**src/bbv_pkg.sv**
```systemverilog
// Function
// - short-long-short: rising edge sends short telegram at once, starts first_phase_timer.
// - short-long-short: release before first_phase_timer ends sends nothing more.
// - short-long-short: held past first_phase_timer sends long telegram, starts slat_adjust_timer.
// - short-long-short: release while slat_adjust_timer runs sends one more short telegram.
// - short-long-short: held beyond slat_adjust_timer sends nothing more, even on release.
// - long-short: rising edge sends long telegram at once, starts slat_adjust_timer.
// - long-short: release while slat_adjust_timer runs sends a short telegram.
// - long-short: held beyond slat_adjust_timer sends nothing more.
// - direction setting makes blind telegrams up, down or toggling.
// - value kind select: dimming and scene one byte, temperature and brightness two.
// - dimming values are unsigned integers from 0 to 255.
// - brightness floats span 0 to 1500 lux, temperature floats 0 to 40 C.
// - edge selection sends values on rising, falling or both edges.
// - value adjustment only with rising-only or falling-only edge selection.
// - adjustment starts after more than 5 s of actuation, runs while held.
// - adjustment steps and sends repeatedly; first ever adjustment goes upward.
// - temperature step fixed at 1 K, brightness step fixed at 50 lux.
// - release keeps last value; next long actuation reverses direction from it.
// - interval between adjustment telegrams is configurable.
// - no wrap past limits; at a limit, adjustment telegrams stop.
// - overshooting step sends the limit; first step after reversal restores grid.
// - adjusted value is volatile; device reset restores configured value.
// - during start-up delay after reset or bus return, edges are discarded.
// - with rate limit enabled, no telegram in the first 17 s after bus return.
package bbv_pkg;
  // time base
  localparam int CLK_NS = 10;
  localparam int TICK_MS = 10;
  localparam int TICK_CYCLES = TICK_MS * 1000000 / CLK_NS;
  localparam int ADJ_START_MS = 5000;
  localparam int ADJ_START_TICKS = (ADJ_START_MS + TICK_MS - 1) / TICK_MS;
  localparam int RATE_HOLD_MS = 17000;
  localparam int RATE_HOLD_TICKS = (RATE_HOLD_MS + TICK_MS - 1) / TICK_MS;
  localparam int DEBOUNCE_TICKS = 3;
  // register offsets
  localparam logic [7:0] REG_CTRL = 8'h00;
  localparam logic [7:0] REG_T1 = 8'h04;
  localparam logic [7:0] REG_T2 = 8'h08;
  localparam logic [7:0] REG_REPEAT = 8'h0c;
  localparam logic [7:0] REG_STARTUP = 8'h10;
  localparam logic [7:0] REG_STEP = 8'h14;
  localparam logic [7:0] REG_VALUE = 8'h18;
  localparam logic [7:0] REG_STATUS = 8'h1c;
  // control fields
  localparam int CTRL_MODE_BIT = 0;
  localparam int CTRL_CONCEPT_BIT = 1;
  localparam int CTRL_DIR_LSB = 2;
  localparam int CTRL_KIND_LSB = 4;
  localparam int CTRL_EDGE_LSB = 6;
  localparam int CTRL_ADJ_BIT = 8;
  localparam int CTRL_RATE_BIT = 9;
  localparam logic [1:0] DIR_UP = 2'h0;
  localparam logic [1:0] DIR_DOWN = 2'h1;
  localparam logic [1:0] DIR_TOGGLE = 2'h2;
  localparam logic [1:0] KIND_DIM = 2'h0;
  localparam logic [1:0] KIND_TEMP = 2'h1;
  localparam logic [1:0] KIND_BRIGHT = 2'h2;
  localparam logic [1:0] KIND_SCENE = 2'h3;
  localparam logic [1:0] EDGE_RISE = 2'h1;
  localparam logic [1:0] EDGE_FALL = 2'h2;
  localparam logic [1:0] EDGE_BOTH = 2'h3;
  // status fields, working value in the low half
  localparam int STAT_LEVEL_BIT = 16;
  localparam int STAT_START_BIT = 17;
  localparam int STAT_RATE_BIT = 18;
  localparam int STAT_DIR_BIT = 19;
  // reset values, times in ticks
  localparam logic [15:0] CTRL_RST = 16'h0040;
  localparam logic [15:0] T1_RST = 16'h0028;
  localparam logic [15:0] T2_RST = 16'h0032;
  localparam logic [15:0] REP_RST = 16'h0032;
  localparam logic [15:0] STARTUP_RST = 16'h000a;
  localparam logic [7:0] STEP_RST = 8'h05;
  localparam logic [15:0] VALUE_RST = 16'h0011;
  // value limits and fixed steps
  localparam logic [15:0] DIM_MAX = 16'h00ff;
  localparam logic [15:0] TEMP_MAX = 16'h0028;
  localparam logic [15:0] BRIGHT_MAX = 16'h05dc;
  localparam logic [15:0] TEMP_STEP = 16'h0001;
  localparam logic [15:0] BRIGHT_STEP = 16'h0032;
  localparam int FLOAT_SCALE = 100;
  typedef enum logic [1:0] {TG_SHORT, TG_LONG, TG_VALUE} bbv_tg_t;
endpackage

```
**src/bbv_debounce.sv**
```systemverilog
`timescale 1ns/1ps
`default_nettype none
module bbv_debounce #(
  parameter int DebounceTicks = bbv_pkg::DEBOUNCE_TICKS
) (
  input wire logic ref_clk,
  input wire logic rst_b,
  input wire logic pinIn,
  input wire logic tick,
  output logic level,
  output logic riseEv,
  output logic fallEv
);
  typedef struct packed {
    logic s1;
    logic s2;
    logic s3;
    logic stable;
    logic [7:0] cnt;
    logic rise;
    logic fall;
  } bbv_deb_t;
  bbv_deb_t q, d;

  // a new level must hold for whole ticks before it counts
  always_comb begin
    d = q;
    d.s1 = pinIn;
    d.s2 = q.s1;
    d.s3 = q.s2;
    d.rise = 1'b0;
    d.fall = 1'b0;
    if (q.s2 != q.s3 || q.s3 == q.stable) begin
      d.cnt = 8'h00;
    end else if (tick) begin
      if (q.cnt >= 8'(DebounceTicks - 1)) begin
        d.cnt = 8'h00;
        d.stable = q.s3;
        d.rise = q.s3;
        d.fall = !q.s3;
      end else begin
        d.cnt = q.cnt + 8'h01;
      end
    end
  end

  always_ff @(posedge ref_clk or negedge rst_b) begin
    if (!rst_b) begin
      q <= '0;
    end else begin
      q <= d;
    end
  end

  assign level = q.stable;
  assign riseEv = q.rise;
  assign fallEv = q.fall;
endmodule
`default_nettype wire

```
**src/bbv_value_encoder.sv**
```systemverilog
`timescale 1ns/1ps
`default_nettype none
module bbv_value_encoder (
  input wire logic [1:0] kind,
  input wire logic [15:0] value,
  output logic [15:0] payload,
  output logic twoByte
);
  // two-byte float: sign, 4-bit exponent, 11-bit mantissa of value*100
  function automatic logic [15:0] toFloat(input logic [15:0] v);
    logic [17:0] m;
    logic [3:0] e;
    m = 18'(32'(v) * bbv_pkg::FLOAT_SCALE);
    e = 4'h0;
    for (int i = 0; i < 7; i++) begin
      if (m > 18'h007ff) begin
        m = m >> 1;
        e = e + 4'h1;
      end
    end
    return {1'b0, e, m[10:0]};
  endfunction

  // one byte for dimming and scene, float for the rest
  always_comb begin
    twoByte = (kind == bbv_pkg::KIND_TEMP) || (kind == bbv_pkg::KIND_BRIGHT);
    payload = twoByte ? toFloat(value) : {8'h00, value[7:0]};
  end
endmodule
`default_nettype wire

```
**src/bbv_button_blind_value_sender.sv**
```systemverilog
// Chosen here: the address map and the strobed register port.
`timescale 1ns/1ps
`default_nettype none
module bbv_button_blind_value_sender #(
  parameter int TickCycles = bbv_pkg::TICK_CYCLES,
  parameter int AdjStartTicks = bbv_pkg::ADJ_START_TICKS,
  parameter int RateHoldTicks = bbv_pkg::RATE_HOLD_TICKS,
  parameter int DebounceTicks = bbv_pkg::DEBOUNCE_TICKS
) (
  input wire logic ref_clk,
  input wire logic rst_b,
  input wire logic contactIn,
  input wire logic busReturn,
  input wire logic [7:0] regAddr,
  input wire logic [31:0] regWrData,
  input wire logic regWr,
  input wire logic regRd,
  output logic [31:0] regRdData,
  output logic txValid,
  output bbv_pkg::bbv_tg_t txKind,
  output logic txUpDown,
  output logic [15:0] txData,
  output logic txTwoByte
);
  typedef enum logic [2:0] {
    ST_IDLE, ST_T1, ST_T2, ST_WAIT, ST_HOLD, ST_ADJ
  } bbv_fsm_t;

  typedef struct packed {
    logic [15:0] ctrl;
    logic [15:0] t1;
    logic [15:0] t2;
    logic [15:0] rep;
    logic [15:0] startup;
    logic [7:0] step;
    logic [15:0] cfgVal;
    logic [31:0] rdData;
    logic [31:0] tickCnt;
    logic tick;
    logic [15:0] startCnt;
    logic startDone;
    logic [15:0] rateCnt;
    logic rateDone;
    bbv_fsm_t st;
    logic [15:0] tmr;
    logic [15:0] holdCnt;
    logic [15:0] val;
    logic dirDown;
    logic clipped;
    logic [15:0] shortStep;
    logic toggle;
    logic txValid;
    bbv_pkg::bbv_tg_t txKind;
    logic txUpDown;
    logic [15:0] txData;
    logic txTwo;
  } bbv_state_t;

  bbv_state_t q, d;

  logic level;
  logic riseEv;
  logic fallEv;
  logic [15:0] sendVal;
  logic [15:0] encData;
  logic encTwo;
  logic valueMode;
  logic concept;
  logic [1:0] dirSel;
  logic [1:0] kind;
  logic [1:0] edgeSel;
  logic adjOk;
  logic rateOk;
  logic actLevel;
  logic startEv;

  // upper bound of the working value per kind
  function automatic logic [15:0] limitOf(input logic [1:0] k);
    case (k)
      bbv_pkg::KIND_TEMP: return bbv_pkg::TEMP_MAX;
      bbv_pkg::KIND_BRIGHT: return bbv_pkg::BRIGHT_MAX;
      default: return bbv_pkg::DIM_MAX;
    endcase
  endfunction

  // adjustment step; only dimming takes the programmed width
  function automatic logic [15:0] stepOf(input logic [1:0] k,
                                         input logic [7:0] s);
    case (k)
      bbv_pkg::KIND_TEMP: return bbv_pkg::TEMP_STEP;
      bbv_pkg::KIND_BRIGHT: return bbv_pkg::BRIGHT_STEP;
      default: return {8'h00, s};
    endcase
  endfunction

  // contact conditioning shares the slow tick with all timers
  bbv_debounce #(
    .DebounceTicks(DebounceTicks)
  ) u_deb (
    .ref_clk(ref_clk),
    .rst_b(rst_b),
    .pinIn(contactIn),
    .tick(q.tick),
    .level(level),
    .riseEv(riseEv),
    .fallEv(fallEv)
  );

  bbv_value_encoder u_enc (
    .kind(kind),
    .value(sendVal),
    .payload(encData),
    .twoByte(encTwo)
  );

  // control fields
  assign valueMode = q.ctrl[bbv_pkg::CTRL_MODE_BIT];
  assign concept = q.ctrl[bbv_pkg::CTRL_CONCEPT_BIT];
  assign dirSel = q.ctrl[bbv_pkg::CTRL_DIR_LSB +: 2];
  assign kind = q.ctrl[bbv_pkg::CTRL_KIND_LSB +: 2];
  assign edgeSel = q.ctrl[bbv_pkg::CTRL_EDGE_LSB +: 2];
  assign rateOk = !q.ctrl[bbv_pkg::CTRL_RATE_BIT] || q.rateDone;
  // never with both edges, never for scenes
  assign adjOk = q.ctrl[bbv_pkg::CTRL_ADJ_BIT] && kind != bbv_pkg::KIND_SCENE
    && (edgeSel == bbv_pkg::EDGE_RISE || edgeSel == bbv_pkg::EDGE_FALL);
  // a break contact is actuated while its input is low
  assign actLevel = (edgeSel == bbv_pkg::EDGE_FALL) ? !level : level;
  assign startEv = (edgeSel == bbv_pkg::EDGE_FALL) ? fallEv : riseEv;

  always_comb begin
    logic snd;
    logic ud;
    logic doStep;
    logic [15:0] stp;
    logic [15:0] lim;
    bbv_pkg::bbv_tg_t sk;
    snd = 1'b0;
    ud = 1'b0;
    doStep = 1'b0;
    sk = bbv_pkg::TG_SHORT;
    stp = 16'h0000;
    lim = limitOf(kind);
    d = q;
    sendVal = q.val;
    d.tick = 1'b0;
    d.txValid = 1'b0;
    d.rdData = 32'h0000_0000;

    // common slow time base
    if (q.tickCnt >= 32'(TickCycles - 1)) begin
      d.tickCnt = 32'h0000_0000;
      d.tick = 1'b1;
    end else begin
      d.tickCnt = q.tickCnt + 32'h0000_0001;
    end

    // start-up delay and rate-limit hold both count ticks
    if (q.tick && !q.startDone) begin
      if (q.startCnt + 16'h0001 >= q.startup) begin
        d.startDone = 1'b1;
      end else begin
        d.startCnt = q.startCnt + 16'h0001;
      end
    end
    if (q.tick && !q.rateDone) begin
      if (q.rateCnt + 16'h0001 >= 16'(RateHoldTicks)) begin
        d.rateDone = 1'b1;
      end else begin
        d.rateCnt = q.rateCnt + 16'h0001;
      end
    end

    // toggle polarity flips once per actuation, kept for its later telegrams
    if (dirSel == bbv_pkg::DIR_TOGGLE) begin
      ud = (q.st == ST_IDLE) ? !q.toggle : q.toggle;
    end else begin
      ud = (dirSel == bbv_pkg::DIR_DOWN);
    end

    case (q.st)
      ST_IDLE: begin
        if (!valueMode) begin
          if (riseEv) begin
            snd = 1'b1;
            d.tmr = 16'h0000;
            d.toggle = ud;
            if (concept) begin
              sk = bbv_pkg::TG_LONG;
              d.st = ST_T2;
            end else begin
              sk = bbv_pkg::TG_SHORT;
              d.st = ST_T1;
            end
          end
        end else begin
          if ((riseEv && edgeSel[0]) || (fallEv && edgeSel[1])) begin
            snd = 1'b1;
            sk = bbv_pkg::TG_VALUE;
          end
          if (adjOk && startEv) begin
            d.st = ST_HOLD;
            d.holdCnt = 16'h0000;
          end
        end
      end
      ST_T1: begin
        if (fallEv) begin
          d.st = ST_IDLE;
        end else if (q.tick) begin
          if (q.tmr + 16'h0001 >= q.t1) begin
            snd = 1'b1;
            sk = bbv_pkg::TG_LONG;
            d.st = ST_T2;
            d.tmr = 16'h0000;
          end else begin
            d.tmr = q.tmr + 16'h0001;
          end
        end
      end
      ST_T2: begin
        if (fallEv) begin
          snd = 1'b1;
          sk = bbv_pkg::TG_SHORT;
          d.st = ST_IDLE;
        end else if (q.tick) begin
          if (q.tmr + 16'h0001 >= q.t2) begin
            d.st = ST_WAIT;
          end else begin
            d.tmr = q.tmr + 16'h0001;
          end
        end
      end
      ST_WAIT: begin
        // drive runs to its end position, release stays silent
        if (fallEv) begin
          d.st = ST_IDLE;
        end
      end
      ST_HOLD: begin
        if (!actLevel) begin
          d.st = ST_IDLE;
        end else if (q.tick) begin
          if (q.holdCnt >= 16'(AdjStartTicks)) begin
            d.st = ST_ADJ;
            d.tmr = 16'h0000;
            doStep = 1'b1;
          end else begin
            d.holdCnt = q.holdCnt + 16'h0001;
          end
        end
      end
      ST_ADJ: begin
        if (!actLevel) begin
          d.st = ST_IDLE;
          d.dirDown = !q.dirDown;
        end else if (q.tick) begin
          if (q.tmr + 16'h0001 >= q.rep) begin
            d.tmr = 16'h0000;
            doStep = 1'b1;
          end else begin
            d.tmr = q.tmr + 16'h0001;
          end
        end
      end
      default: begin
        d.st = ST_IDLE;
      end
    endcase

    // one adjustment step; a clipped step is remembered so that the
    // first step after reversal lands back on the original grid
    if (doStep) begin
      stp = q.clipped ? q.shortStep : stepOf(kind, q.step);
      if (q.dirDown) begin
        if (q.val != 16'h0000) begin
          snd = 1'b1;
          sk = bbv_pkg::TG_VALUE;
          if (q.val < stp) begin
            d.val = 16'h0000;
            d.clipped = 1'b1;
            d.shortStep = q.val;
          end else begin
            d.val = q.val - stp;
            d.clipped = 1'b0;
          end
        end
      end else if (q.val < lim) begin
        snd = 1'b1;
        sk = bbv_pkg::TG_VALUE;
        if (lim - q.val < stp) begin
          d.val = lim;
          d.clipped = 1'b1;
          d.shortStep = lim - q.val;
        end else begin
          d.val = q.val + stp;
          d.clipped = 1'b0;
        end
      end
      sendVal = d.val;
    end

    // edges within the start-up delay are dropped, not deferred
    if (!q.startDone) begin
      d.st = ST_IDLE;
      snd = 1'b0;
    end

    // telegram register; the rate hold only blocks the send
    d.txValid = snd && rateOk;
    if (snd) begin
      d.txKind = sk;
      d.txUpDown = ud;
      d.txData = (sk == bbv_pkg::TG_VALUE) ? encData : {15'h0000, ud};
      d.txTwo = (sk == bbv_pkg::TG_VALUE) && encTwo;
    end

    // register writes; a new programmed value also resets adjustment
    if (regWr) begin
      case (regAddr)
        bbv_pkg::REG_CTRL: d.ctrl = regWrData[15:0];
        bbv_pkg::REG_T1: d.t1 = regWrData[15:0];
        bbv_pkg::REG_T2: d.t2 = regWrData[15:0];
        bbv_pkg::REG_REPEAT: d.rep = regWrData[15:0];
        bbv_pkg::REG_STARTUP: d.startup = regWrData[15:0];
        bbv_pkg::REG_STEP: d.step = regWrData[7:0];
        bbv_pkg::REG_VALUE: begin
          d.cfgVal = regWrData[15:0];
          d.val = regWrData[15:0];
          d.dirDown = 1'b0;
          d.clipped = 1'b0;
        end
        default: begin
        end
      endcase
    end

    // bus voltage return acts as a device reset for the channel
    if (busReturn) begin
      d.startDone = 1'b0;
      d.startCnt = 16'h0000;
      d.rateDone = 1'b0;
      d.rateCnt = 16'h0000;
      d.val = q.cfgVal;
      d.dirDown = 1'b0;
      d.clipped = 1'b0;
      d.st = ST_IDLE;
    end

    // read data stands only in the cycle after the strobe
    if (regRd) begin
      case (regAddr)
        bbv_pkg::REG_CTRL: d.rdData = {16'h0000, q.ctrl};
        bbv_pkg::REG_T1: d.rdData = {16'h0000, q.t1};
        bbv_pkg::REG_T2: d.rdData = {16'h0000, q.t2};
        bbv_pkg::REG_REPEAT: d.rdData = {16'h0000, q.rep};
        bbv_pkg::REG_STARTUP: d.rdData = {16'h0000, q.startup};
        bbv_pkg::REG_STEP: d.rdData = {24'h000000, q.step};
        bbv_pkg::REG_VALUE: d.rdData = {16'h0000, q.cfgVal};
        bbv_pkg::REG_STATUS: begin
          d.rdData = {16'h0000, q.val};
          d.rdData[bbv_pkg::STAT_LEVEL_BIT] = level;
          d.rdData[bbv_pkg::STAT_START_BIT] = q.startDone;
          d.rdData[bbv_pkg::STAT_RATE_BIT] = q.rateDone;
          d.rdData[bbv_pkg::STAT_DIR_BIT] = q.dirDown;
        end
        default: d.rdData = 32'h0000_0000;
      endcase
    end
  end

  // device reset loads the reset values from the package
  always_ff @(posedge ref_clk or negedge rst_b) begin
    if (!rst_b) begin
      q <= '{
        ctrl: bbv_pkg::CTRL_RST,
        t1: bbv_pkg::T1_RST,
        t2: bbv_pkg::T2_RST,
        rep: bbv_pkg::REP_RST,
        startup: bbv_pkg::STARTUP_RST,
        step: bbv_pkg::STEP_RST,
        cfgVal: bbv_pkg::VALUE_RST,
        val: bbv_pkg::VALUE_RST,
        st: ST_IDLE,
        txKind: bbv_pkg::TG_SHORT,
        default: '0
      };
    end else begin
      q <= d;
    end
  end

  assign regRdData = q.rdData;
  assign txValid = q.txValid;
  assign txKind = q.txKind;
  assign txUpDown = q.txUpDown;
  assign txData = q.txData;
  assign txTwoByte = q.txTwo;
endmodule
`default_nettype wire

```
**config.mk**
```make
export PLATFORM = sky130hd
export DESIGN_NAME = bbv_button_blind_value_sender
export DESIGN_NICKNAME = d
export VERILOG_FILES = /design/src/bbv_pkg.sv /design/src/bbv_debounce.sv /design/src/bbv_value_encoder.sv /design/src/bbv_button_blind_value_sender.sv
export SDC_FILE = /design/constraint.sdc
export NUM_CORES = 1
export LEC_CHECK = 0
export BUFFER_PORTS_ARGS = -buffer_cell sky130_fd_sc_hd__buf_2
export CAP_MARGIN = 10
export CELL_PAD_IN_SITES_DETAIL_PLACEMENT = 1
export CELL_PAD_IN_SITES_GLOBAL_PLACEMENT = 1
export CORE_MARGIN = 10
export CORE_UTILIZATION = 45
export CTS_BUF_LIST = sky130_fd_sc_hd__clkbuf_4 sky130_fd_sc_hd__clkbuf_8
export DETAILED_ROUTE_END_ITERATION = 10
export PLACE_DENSITY_LB_ADDON = 0.1
export SETUP_SLACK_MARGIN = 0.2
export SLEW_MARGIN = 20
export SYNTH_ARGS = -nofsm -noshare
export SYNTH_HDL_FRONTEND = slang
export SYNTH_SLANG_ARGS = --single-unit
```
**constraint.sdc**
```tcl
create_clock -name ref_clk -period 11.3 [get_ports ref_clk]
set_input_delay 1.13 -clock ref_clk [delete_from_list [all_inputs] [get_ports ref_clk]]
set_output_delay 1.13 -clock ref_clk [all_outputs]
set_load 0.03 [all_outputs]
```
==> results_tabular.tex, run 1 <==
\begin{tabular}{lr}
\hline
Metric & Value \\
\hline
\multicolumn{2}{l}{\textbf{Logic synthesis}} \\
\quad Post-Syn Area per Cell & 8.94 sq um \\
\quad Number of cells produced by synthesis & 2,323 \\
\quad Combined area of all synthesized cells & 0.0208 sq mm \\
\quad Sequential fraction of the synthesis area & 0.357 \\
\quad Flip-flop and latch count after synthesis & 295 \\
\quad Share of async-settable or async-resettable flops after synthesis & 1.00 \\
\quad EDFF count, synth & 0 \\
\quad Count of distinct cell types in the synthesized netlist & 86 \\
\quad Total number of yosys warnings & 0 \\
\quad Predominant post-synthesis flop cell & dfrtp\_1 \\
\multicolumn{2}{l}{\textbf{Worst setup path}} \\
\quad Largest driver fanout on the critical path & 5 \\
\quad Worst setup SP type & flip-flop \\
\quad CP peak stage delay & 490 ps \\
\quad CP max stage cell & fa\_1 \\
\quad Flop-to-flop setup slack & 60 ps \\
\quad Number of cells on the worst reg-to-reg path & 59 \\
\quad Critical path origin & kind[1] \\
\quad Required time at the worst-slack endpoint & 11,810 ps \\
\quad Data arrival time of the critical path & 11,750 ps \\
\quad Worst reg2reg path endpoint & txData[14] \\
\quad Kind of end point of the critical path & flip-flop \\
\quad Type of the setup path with the least slack & reg2reg \\
\quad Critical path destination & txData[14] \\
\quad Critical path's most frequent cell & ha\_4 \\
\quad Launching point of the worst reg2reg path & kind[1] \\
\multicolumn{2}{l}{\textbf{Layout}} \\
\quad Combined flip-flop and latch cell area & 0.00740 sq mm \\
\quad Fraction of layout cells with a size suffix above 1 & 0.212 \\
\quad Nets & 2,711 \\
\quad Synth-to-layout area growth & 16.1\% \\
\quad Fin area & 0.0241 sq mm \\
\quad Total area of multi-input combinational cells & 0.0126 sq mm \\
\quad Core occupancy in the finished layout & 0.530 \\
\quad Layout fillers & 5,303 \\
\multicolumn{2}{l}{\textbf{STA}} \\
\quad Pins Over Slew Limit & 0 \\
\quad Final worst path period share & 0.995 \\
\quad Max frequency & 0.0890 GHz \\
\quad Unrepaired setup endpoints after global routing & true \\
\quad Setup clock skew after layout & 37.4 ps \\
\quad Headroom to the max-slew limit & 0.315 \\
\quad Final setup violation count & 0 \\
\quad Actual transition at the worst max-transition pin & 1030 ps \\
\quad Hold Fails Final Rpt & 0 \\
\quad Final Critical Period & 11,240 ps \\
\multicolumn{2}{l}{\textbf{Place}} \\
\quad Number of buffers inserted by port buffering & 69 \\
\quad GP Congestion & 0.915 \\
\quad Total half-perimeter wirelength after legalization and detailed placement & 51,300 microns \\
\quad Post-DP Area & 0.0223 sq mm \\
\multicolumn{2}{l}{\textbf{Detailed routing}} \\
\quad Residual DRC & 0 \\
\quad Antenna violation net count after detailed routing & 0 \\
\quad Detailed Route Iter0 Violations & 934 \\
\quad Overall routed net length & 69,200 microns \\
\quad Via density per instance & 5.83 \\
\quad TritonRoute pass-1 iters & 5 \\
\quad Vias after detailed routing & 18,200 \\
\quad Average wire length per cell after detail routing & 22.2 microns \\
\multicolumn{2}{l}{\textbf{GRT}} \\
\quad Via count of the first global-routing pass & 19,100 \\
\quad Global Route Usage Sum & 0.240 \\
\quad Congestion Overflow GR & 0 \\
\quad Global-route wire length before repair & 108,000 microns \\
\quad Largest net degree at the start of global routing & 139 \\
\quad Number of antenna violations at the first check in global routing & 3 \\
\multicolumn{2}{l}{\textbf{CTS}} \\
\quad Latest clock arrival within the worst-skew pair & 650 ps \\
\quad Post-CTS Hold Fix Bufs & 0 \\
\quad Sinks on the clock net & 295 \\
\quad CTS Buf Count & 52 \\
\quad Buffer levels on the longest clock path & 3 \\
\quad Clk slew on worst S/H paths & 60 ps \\
\quad CTS H-Tree Depth & 2 \\
\quad Root Buffer Master & clkbuf\_8 \\
\quad CTS tree & done \\
\multicolumn{2}{l}{\textbf{Die}} \\
\quad Std-Cell Rows & 78 \\
\quad Starting utilization of the core area & 0.457 \\
\quad Width of the die & 235 microns \\
\quad DIE HEIGHT & 235 microns \\
\quad Die Footprint & 0.0551 sq mm \\
\quad Num ports & 99 \\
\quad Core footprint & 0.0455 sq mm \\
\multicolumn{2}{l}{\textbf{Power}} \\
\quad Worst ir drop on vdd & 0.306 mV \\
\quad Cell Pwr Density & 189 mW/mm\^{}2 \\
\quad Leakage power & 11.5 nW \\
\multicolumn{2}{l}{\textbf{Hold path}} \\
\quad Start point of the worst min-delay path & u\_deb.d[12] \\
\quad Class of the most critical hold timing path & reg2reg \\
\quad Hold Path Stages & 0 \\
\multicolumn{2}{l}{\textbf{Run}} \\
\quad Maxcap violations & 0 \\
\multicolumn{2}{l}{\textbf{Run status}} \\
\quad Status & complete, no violations \\
\hline
\end{tabular}
[final cells by class]
type / count / share of cell area
Multi-Input combinational cell: 1727 / 0.522
Sequential cell: 295 / 0.307
Timing Repair Buffer: 218 / 0.0627
Clock buffer: 82 / 0.0429
Tap cell: 600 / 0.0311
Inverter: 184 / 0.0289
Clock inverter: 14 / 0.00529
Antenna cell: 2 / 0.000208
[cell usage after synthesis (all sizes together), types with 33 or more instances]
| master | n | area [sq um] |
|---|---|---|
| a21oi | 107 | 543 |
| xnor2 | 80 | 708 |
| a31oi | 33 | 206 |
| inv | 184 | 691 |
| nor3 | 52 | 272 |
| a22oi | 51 | 383 |
| xor2 | 55 | 500 |
| nor2 | 202 | 768 |
| nand2 | 256 | 968 |
| buf | 60 | 437 |
| o21ai | 120 | 601 |
| mux2 | 92 | 1040 |
| clkbuf | 81 | 304 |
| nand3 | 43 | 215 |
| dfrtp | 278 | 6960 |
| ha | 174 | 2180 |
[metal layers]
metal | share of wire | track usage | vias to the layer above
met4 | 0.039 | 0.0965 | 2
met2 | 0.49 | 0.413 | 412
met5 | 0.00020 | 0 | -
met1 | 0.43 | 0.301 | 9173
li1 | - | - | 8454
met3 | 0.039 | 0.0288 | 159
[cell families after synthesis]
group | count (synthesis) | share of synthesized area
buffers and inverters | 325 | 0.0689
muxes | 109 | 0.0581
DFF | 295 | 0.357
AOI/OAI and AO/OA | 566 | 0.186
and+or+nand+nor | 705 | 0.155
adders and majority gates | 187 | 0.117
other | 1 | 0.000181
xor gates and xnor gates | 135 | 0.0582
[timing repair]
action	4_1_cts	5_1_grt
pin swaps	31	57
gates resized for setup	30	72
setup buffers	13	11
setup endpoints to repair	3	3
[state kept, by name, summed over array words and instances (netlist names)]
| name | count |
|---|---|
| txKind | 2 |
| u_deb.q | 9 |
| regRdData | 20 |
| u_deb.riseEv | 1 |
| concept | 1 |
| txValid | 1 |
| edgeSel | 2 |
| txTwoByte | 1 |
| kind | 2 |
| dirSel | 2 |
| q | 234 |
| txUpDown | 1 |
| u_deb.d | 2 |
| u_deb.fallEv | 1 |
| txData | 15 |
| u_deb.level | 1 |
[worst min-delay path by stage]
stage | to
final | u_deb.d[11]
after global routing | u_deb.d[11]
after CTS | u_deb.d[11]
after detailed placement | u_deb.d[11]
after global placement | u_deb.d[11]
after floorplan | u_deb.d[11]
[cell usage in the layout (no fill, tap or decap), types with 67 or more instances in the layout]
| master | n |
|---|---|
| a21oi_1 | 95 |
| buf_2 | 68 |
| buf_4 | 141 |
| clkbuf_8 | 67 |
| dfrtp_1 | 278 |
| ha_1 | 153 |
| inv_1 | 174 |
| mux2_2 | 91 |
| nand2_1 | 246 |
| nor2_1 | 194 |
| o21ai_0 | 110 |
| xnor2_1 | 75 |
[per-stage QoR]
stage	total power, W	TNS [ps]	setup WS, ps	cells	hold slack, ps
2_1_floorplan	0.00234	0	218	2347	331
3_3_place_gp	0.00295	-152	-152	3000	337
3_5_place_dp	0.00302	-1100	-489	3000	337
4_1_cts	0.00422	0	212	3109	348
5_1_grt	0.00484	-802	-339	3122	366
6_report	0.00455	0	58.0	3122	347
[report_power, final]
part	internal (W)	switching, W
clock network	0.000627	0.000474
logic	0.00103	0.00128
registers	0.00109	0.0000447
[critical path, delay by kind of cell (launching register included)]
| family | cells | cell delay (ps) |
|---|---|---|
| flops | 1 | 430 |
| xor+xnor | 4 | 570 |
| compound gates | 20 | 3420 |
| fa+ha+maj | 11 | 2850 |
| simple gates | 12 | 2350 |
| buf+inv | 11 | 1170 |
| mux | 1 | 310 |
Power figures use the tool's default switching activity.
==> run 2: changes to the inputs <==
Settings changed: RECOVER_POWER set to 100.
==> results_tabular.tex, run 2 (synthesis gave the netlist of run 1 again) <==
\begin{tabular}{lr}
\hline
Metric & Value \\
\hline
\multicolumn{2}{l}{\textbf{CTS}} \\
\quad Buffer levels on the longest clock path & 3 \\
\quad Root Buffer Master & clkbuf\_8 \\
\quad CTS tree & done \\
\quad Sinks on the clock net & 295 \\
\quad CTS H-Tree Depth & 2 \\
\quad Post-CTS Hold Fix Bufs & 0 \\
\quad CTS Buf Count & 52 \\
\quad Clk slew on worst S/H paths & 60 ps \\
\quad Latest clock arrival within the worst-skew pair & 650 ps \\
\multicolumn{2}{l}{\textbf{Power}} \\
\quad Leakage power & 11.2 nW \\
\quad Cell Pwr Density & 190 mW/mm\^{}2 \\
\quad Comb power frac & 0.508 \\
\quad Worst ir drop on vdd & 0.306 mV \\
\quad Sequential fraction of design power & 0.251 \\
\quad Switching power of the nets & 0.00180 W \\
\quad Clk pwr share & 0.242 \\
\quad Switching share of total power & 0.396 \\
\quad Cell Int Power & 0.00274 W \\
\multicolumn{2}{l}{\textbf{GRT}} \\
\quad Global-route wire length before repair & 108,000 microns \\
\quad Via count of the first global-routing pass & 19,100 \\
\quad Number of antenna violations at the first check in global routing & 3 \\
\quad Congestion Overflow GR & 0 \\
\quad Largest net degree at the start of global routing & 139 \\
\quad Global Route Usage Sum & 0.240 \\
\multicolumn{2}{l}{\textbf{Worst setup path}} \\
\quad Worst setup SP type & flip-flop \\
\quad CP max stage cell & fa\_1 \\
\quad Required time at the worst-slack endpoint & 11,810 ps \\
\quad Largest driver fanout on the critical path & 5 \\
\quad Critical path's most frequent cell & ha\_4 \\
\quad Kind of end point of the critical path & flip-flop \\
\quad Data arrival time of the critical path & 11,770 ps \\
\quad CP peak stage delay & 490 ps \\
\quad Type of the setup path with the least slack & reg2reg \\
\multicolumn{2}{l}{\textbf{Place}} \\
\quad Placed cell count & 3,000 \\
\quad Number of buffers inserted by port buffering & 69 \\
\quad GP Congestion & 0.915 \\
\quad Total half-perimeter wirelength after legalization and detailed placement & 51,300 microns \\
\quad Post-DP Area & 0.0223 sq mm \\
\multicolumn{2}{l}{\textbf{Layout}} \\
\quad Leading cell types in the layout, fill and taps excluded & 278 x dfrtp\_1, 246 x nand2\_1, 194 x nor2\_1 \\
\quad Synth-to-layout area growth & 15.5\% \\
\quad Most common cell after layout, fill and taps aside & dfrtp\_1 \\
\quad Core occupancy in the finished layout & 0.527 \\
\quad Layout fillers & 5,320 \\
\quad Fin area & 0.0240 sq mm \\
\quad Biggest register & q \\
\quad Flip-flop count of the largest register after layout & 234 \\
\quad Count of non-filler cells in the finished layout & 3,122 \\
\quad Nets & 2,711 \\
\quad Fraction of layout cells with a size suffix above 1 & 0.190 \\
\multicolumn{2}{l}{\textbf{STA}} \\
\quad Hold Fails Final Rpt & 0 \\
\quad Final worst path period share & 0.996 \\
\quad Setup clock skew after layout & 37.2 ps \\
\quad Unrepaired setup endpoints after global routing & true \\
\quad Max frequency & 0.0888 GHz \\
\quad Pins Over Slew Limit & 300 \\
\quad Final Critical Period & 11,260 ps \\
\quad Actual transition at the worst max-transition pin & 4840 ps \\
\quad Final setup violation count & 0 \\
\quad Sum of negative setup slack & 0 ps \\
\quad Minimum hold slack & 347 ps \\
\quad Headroom to the max-slew limit & -2.22 \\
\multicolumn{2}{l}{\textbf{Die}} \\
\quad Die Footprint & 0.0551 sq mm \\
\quad Width of the die & 235 microns \\
\quad Std-Cell Rows & 78 \\
\quad Num ports & 99 \\
\quad Starting utilization of the core area & 0.457 \\
\quad Core footprint & 0.0455 sq mm \\
\quad DIE HEIGHT & 235 microns \\
\multicolumn{2}{l}{\textbf{Run}} \\
\quad Maxcap violations & 3 \\
\multicolumn{2}{l}{\textbf{Detailed routing}} \\
\quad Detailed Route Iter0 Violations & 990 \\
\quad Via density per instance & 5.83 \\
\quad Residual DRC & 0 \\
\quad Vias after detailed routing & 18,200 \\
\quad TritonRoute pass-1 iters & 6 \\
\quad Antenna violation net count after detailed routing & 0 \\
\quad Average wire length per cell after detail routing & 22.2 microns \\
\quad Overall routed net length & 69,300 microns \\
\multicolumn{2}{l}{\textbf{Run status}} \\
\quad Violations in the final reports & capacitance limit, slew limit \\
\quad Status & finished, violations left \\
\multicolumn{2}{l}{\textbf{Hold path}} \\
\quad Class of the most critical hold timing path & reg2reg \\
\hline
\end{tabular}
## run 2: changes by cell type in the layout (fill, tap and decap cells not counted), moves of 2 or more
| cell | change |
|---|---|
| clkbuf_1 | +51 |
| buf_2 | -40 |
| buf_4 | -10 |
| and2_0 | +7 |
| and2_1 | -7 |
| nor3_1 | +2 |
| nor3_2 | -2 |
## run 2: per-stage QoR
step,total power (W),worst slack [ps]
2_1_floorplan,0.00234,218
3_3_place_gp,0.00295,-152
3_5_place_dp,0.00302,-489
4_1_cts,0.00422,212
5_1_grt,0.00484,-339
6_report,0.00455,42.6
## run 2: path summary, 6_finish.rpt
path                        startpoint     endpoint  slack [ps]  cells past startpoint
max reg2reg                    kind[1]   txData[14]          40                     59
max                            kind[1]   txData[14]          40                     59
min reg2reg                u_deb.d[12]  u_deb.d[11]         350                      0
max in group asynchronous        rst_b        q[99]        3760                      2
min                        u_deb.d[12]  u_deb.d[11]         350                      0
min in group asynchronous        rst_b        q[30]        2210                      1
## run 2: area by class of cell
type	instances	area (sq um)	area share
well taps	600	751	0.0313
inverters	184	696	0.0290
clock buffers	82	1030	0.0431
clock inverters	14	128	0.00532
repair buffers	218	1400	0.0583
diodes	2	5.00	0.000209
multi-input cells	1727	12600	0.524
flip-flops and latches	295	7400	0.309
## run 2: power by group through the flow
stage / logic (W) / clock network [W] / registers (W)
finish: 0.00231 / 0.00110 / 0.00114
global route: 0.00252 / 0.00118 / 0.00114
CTS: 0.00196 / 0.00113 / 0.00114
detailed placement: 0.00187 / 0 / 0.00116
global placement: 0.00180 / 0 / 0.00115
floorplan: 0.00120 / 0 / 0.00114
## run 2: routing by layer
| metal | wire length (microns) | global-route usage | vias up |
|---|---|---|---|
| met1 | 29900 | 0.301 | 9170 |
| met5 | 14 | 0 | - |
| li1 | - | - | 8460 |
| met3 | 2530 | 0.0288 | 163 |
| met4 | 2760 | 0.0965 | 2 |
| met2 | 34100 | 0.413 | 408 |
## run 2: worst max-delay path, delay by kind of cell (launching register included)
family	cells	cell delay, ps
DFF	1	430
adders and majority gates	11	2860
AOI/OAI and AO/OA	20	3430
muxes	1	310
buffers and inverters	11	1170
and+or+nand+nor	12	2340
xor gates and xnor gates	4	570
## run 2: timing repair
action	in CTS	in global routing
gates resized for setup	30	72
endpoints found under the setup margin	3	3
setup buffers	13	11
pin swaps	31	57
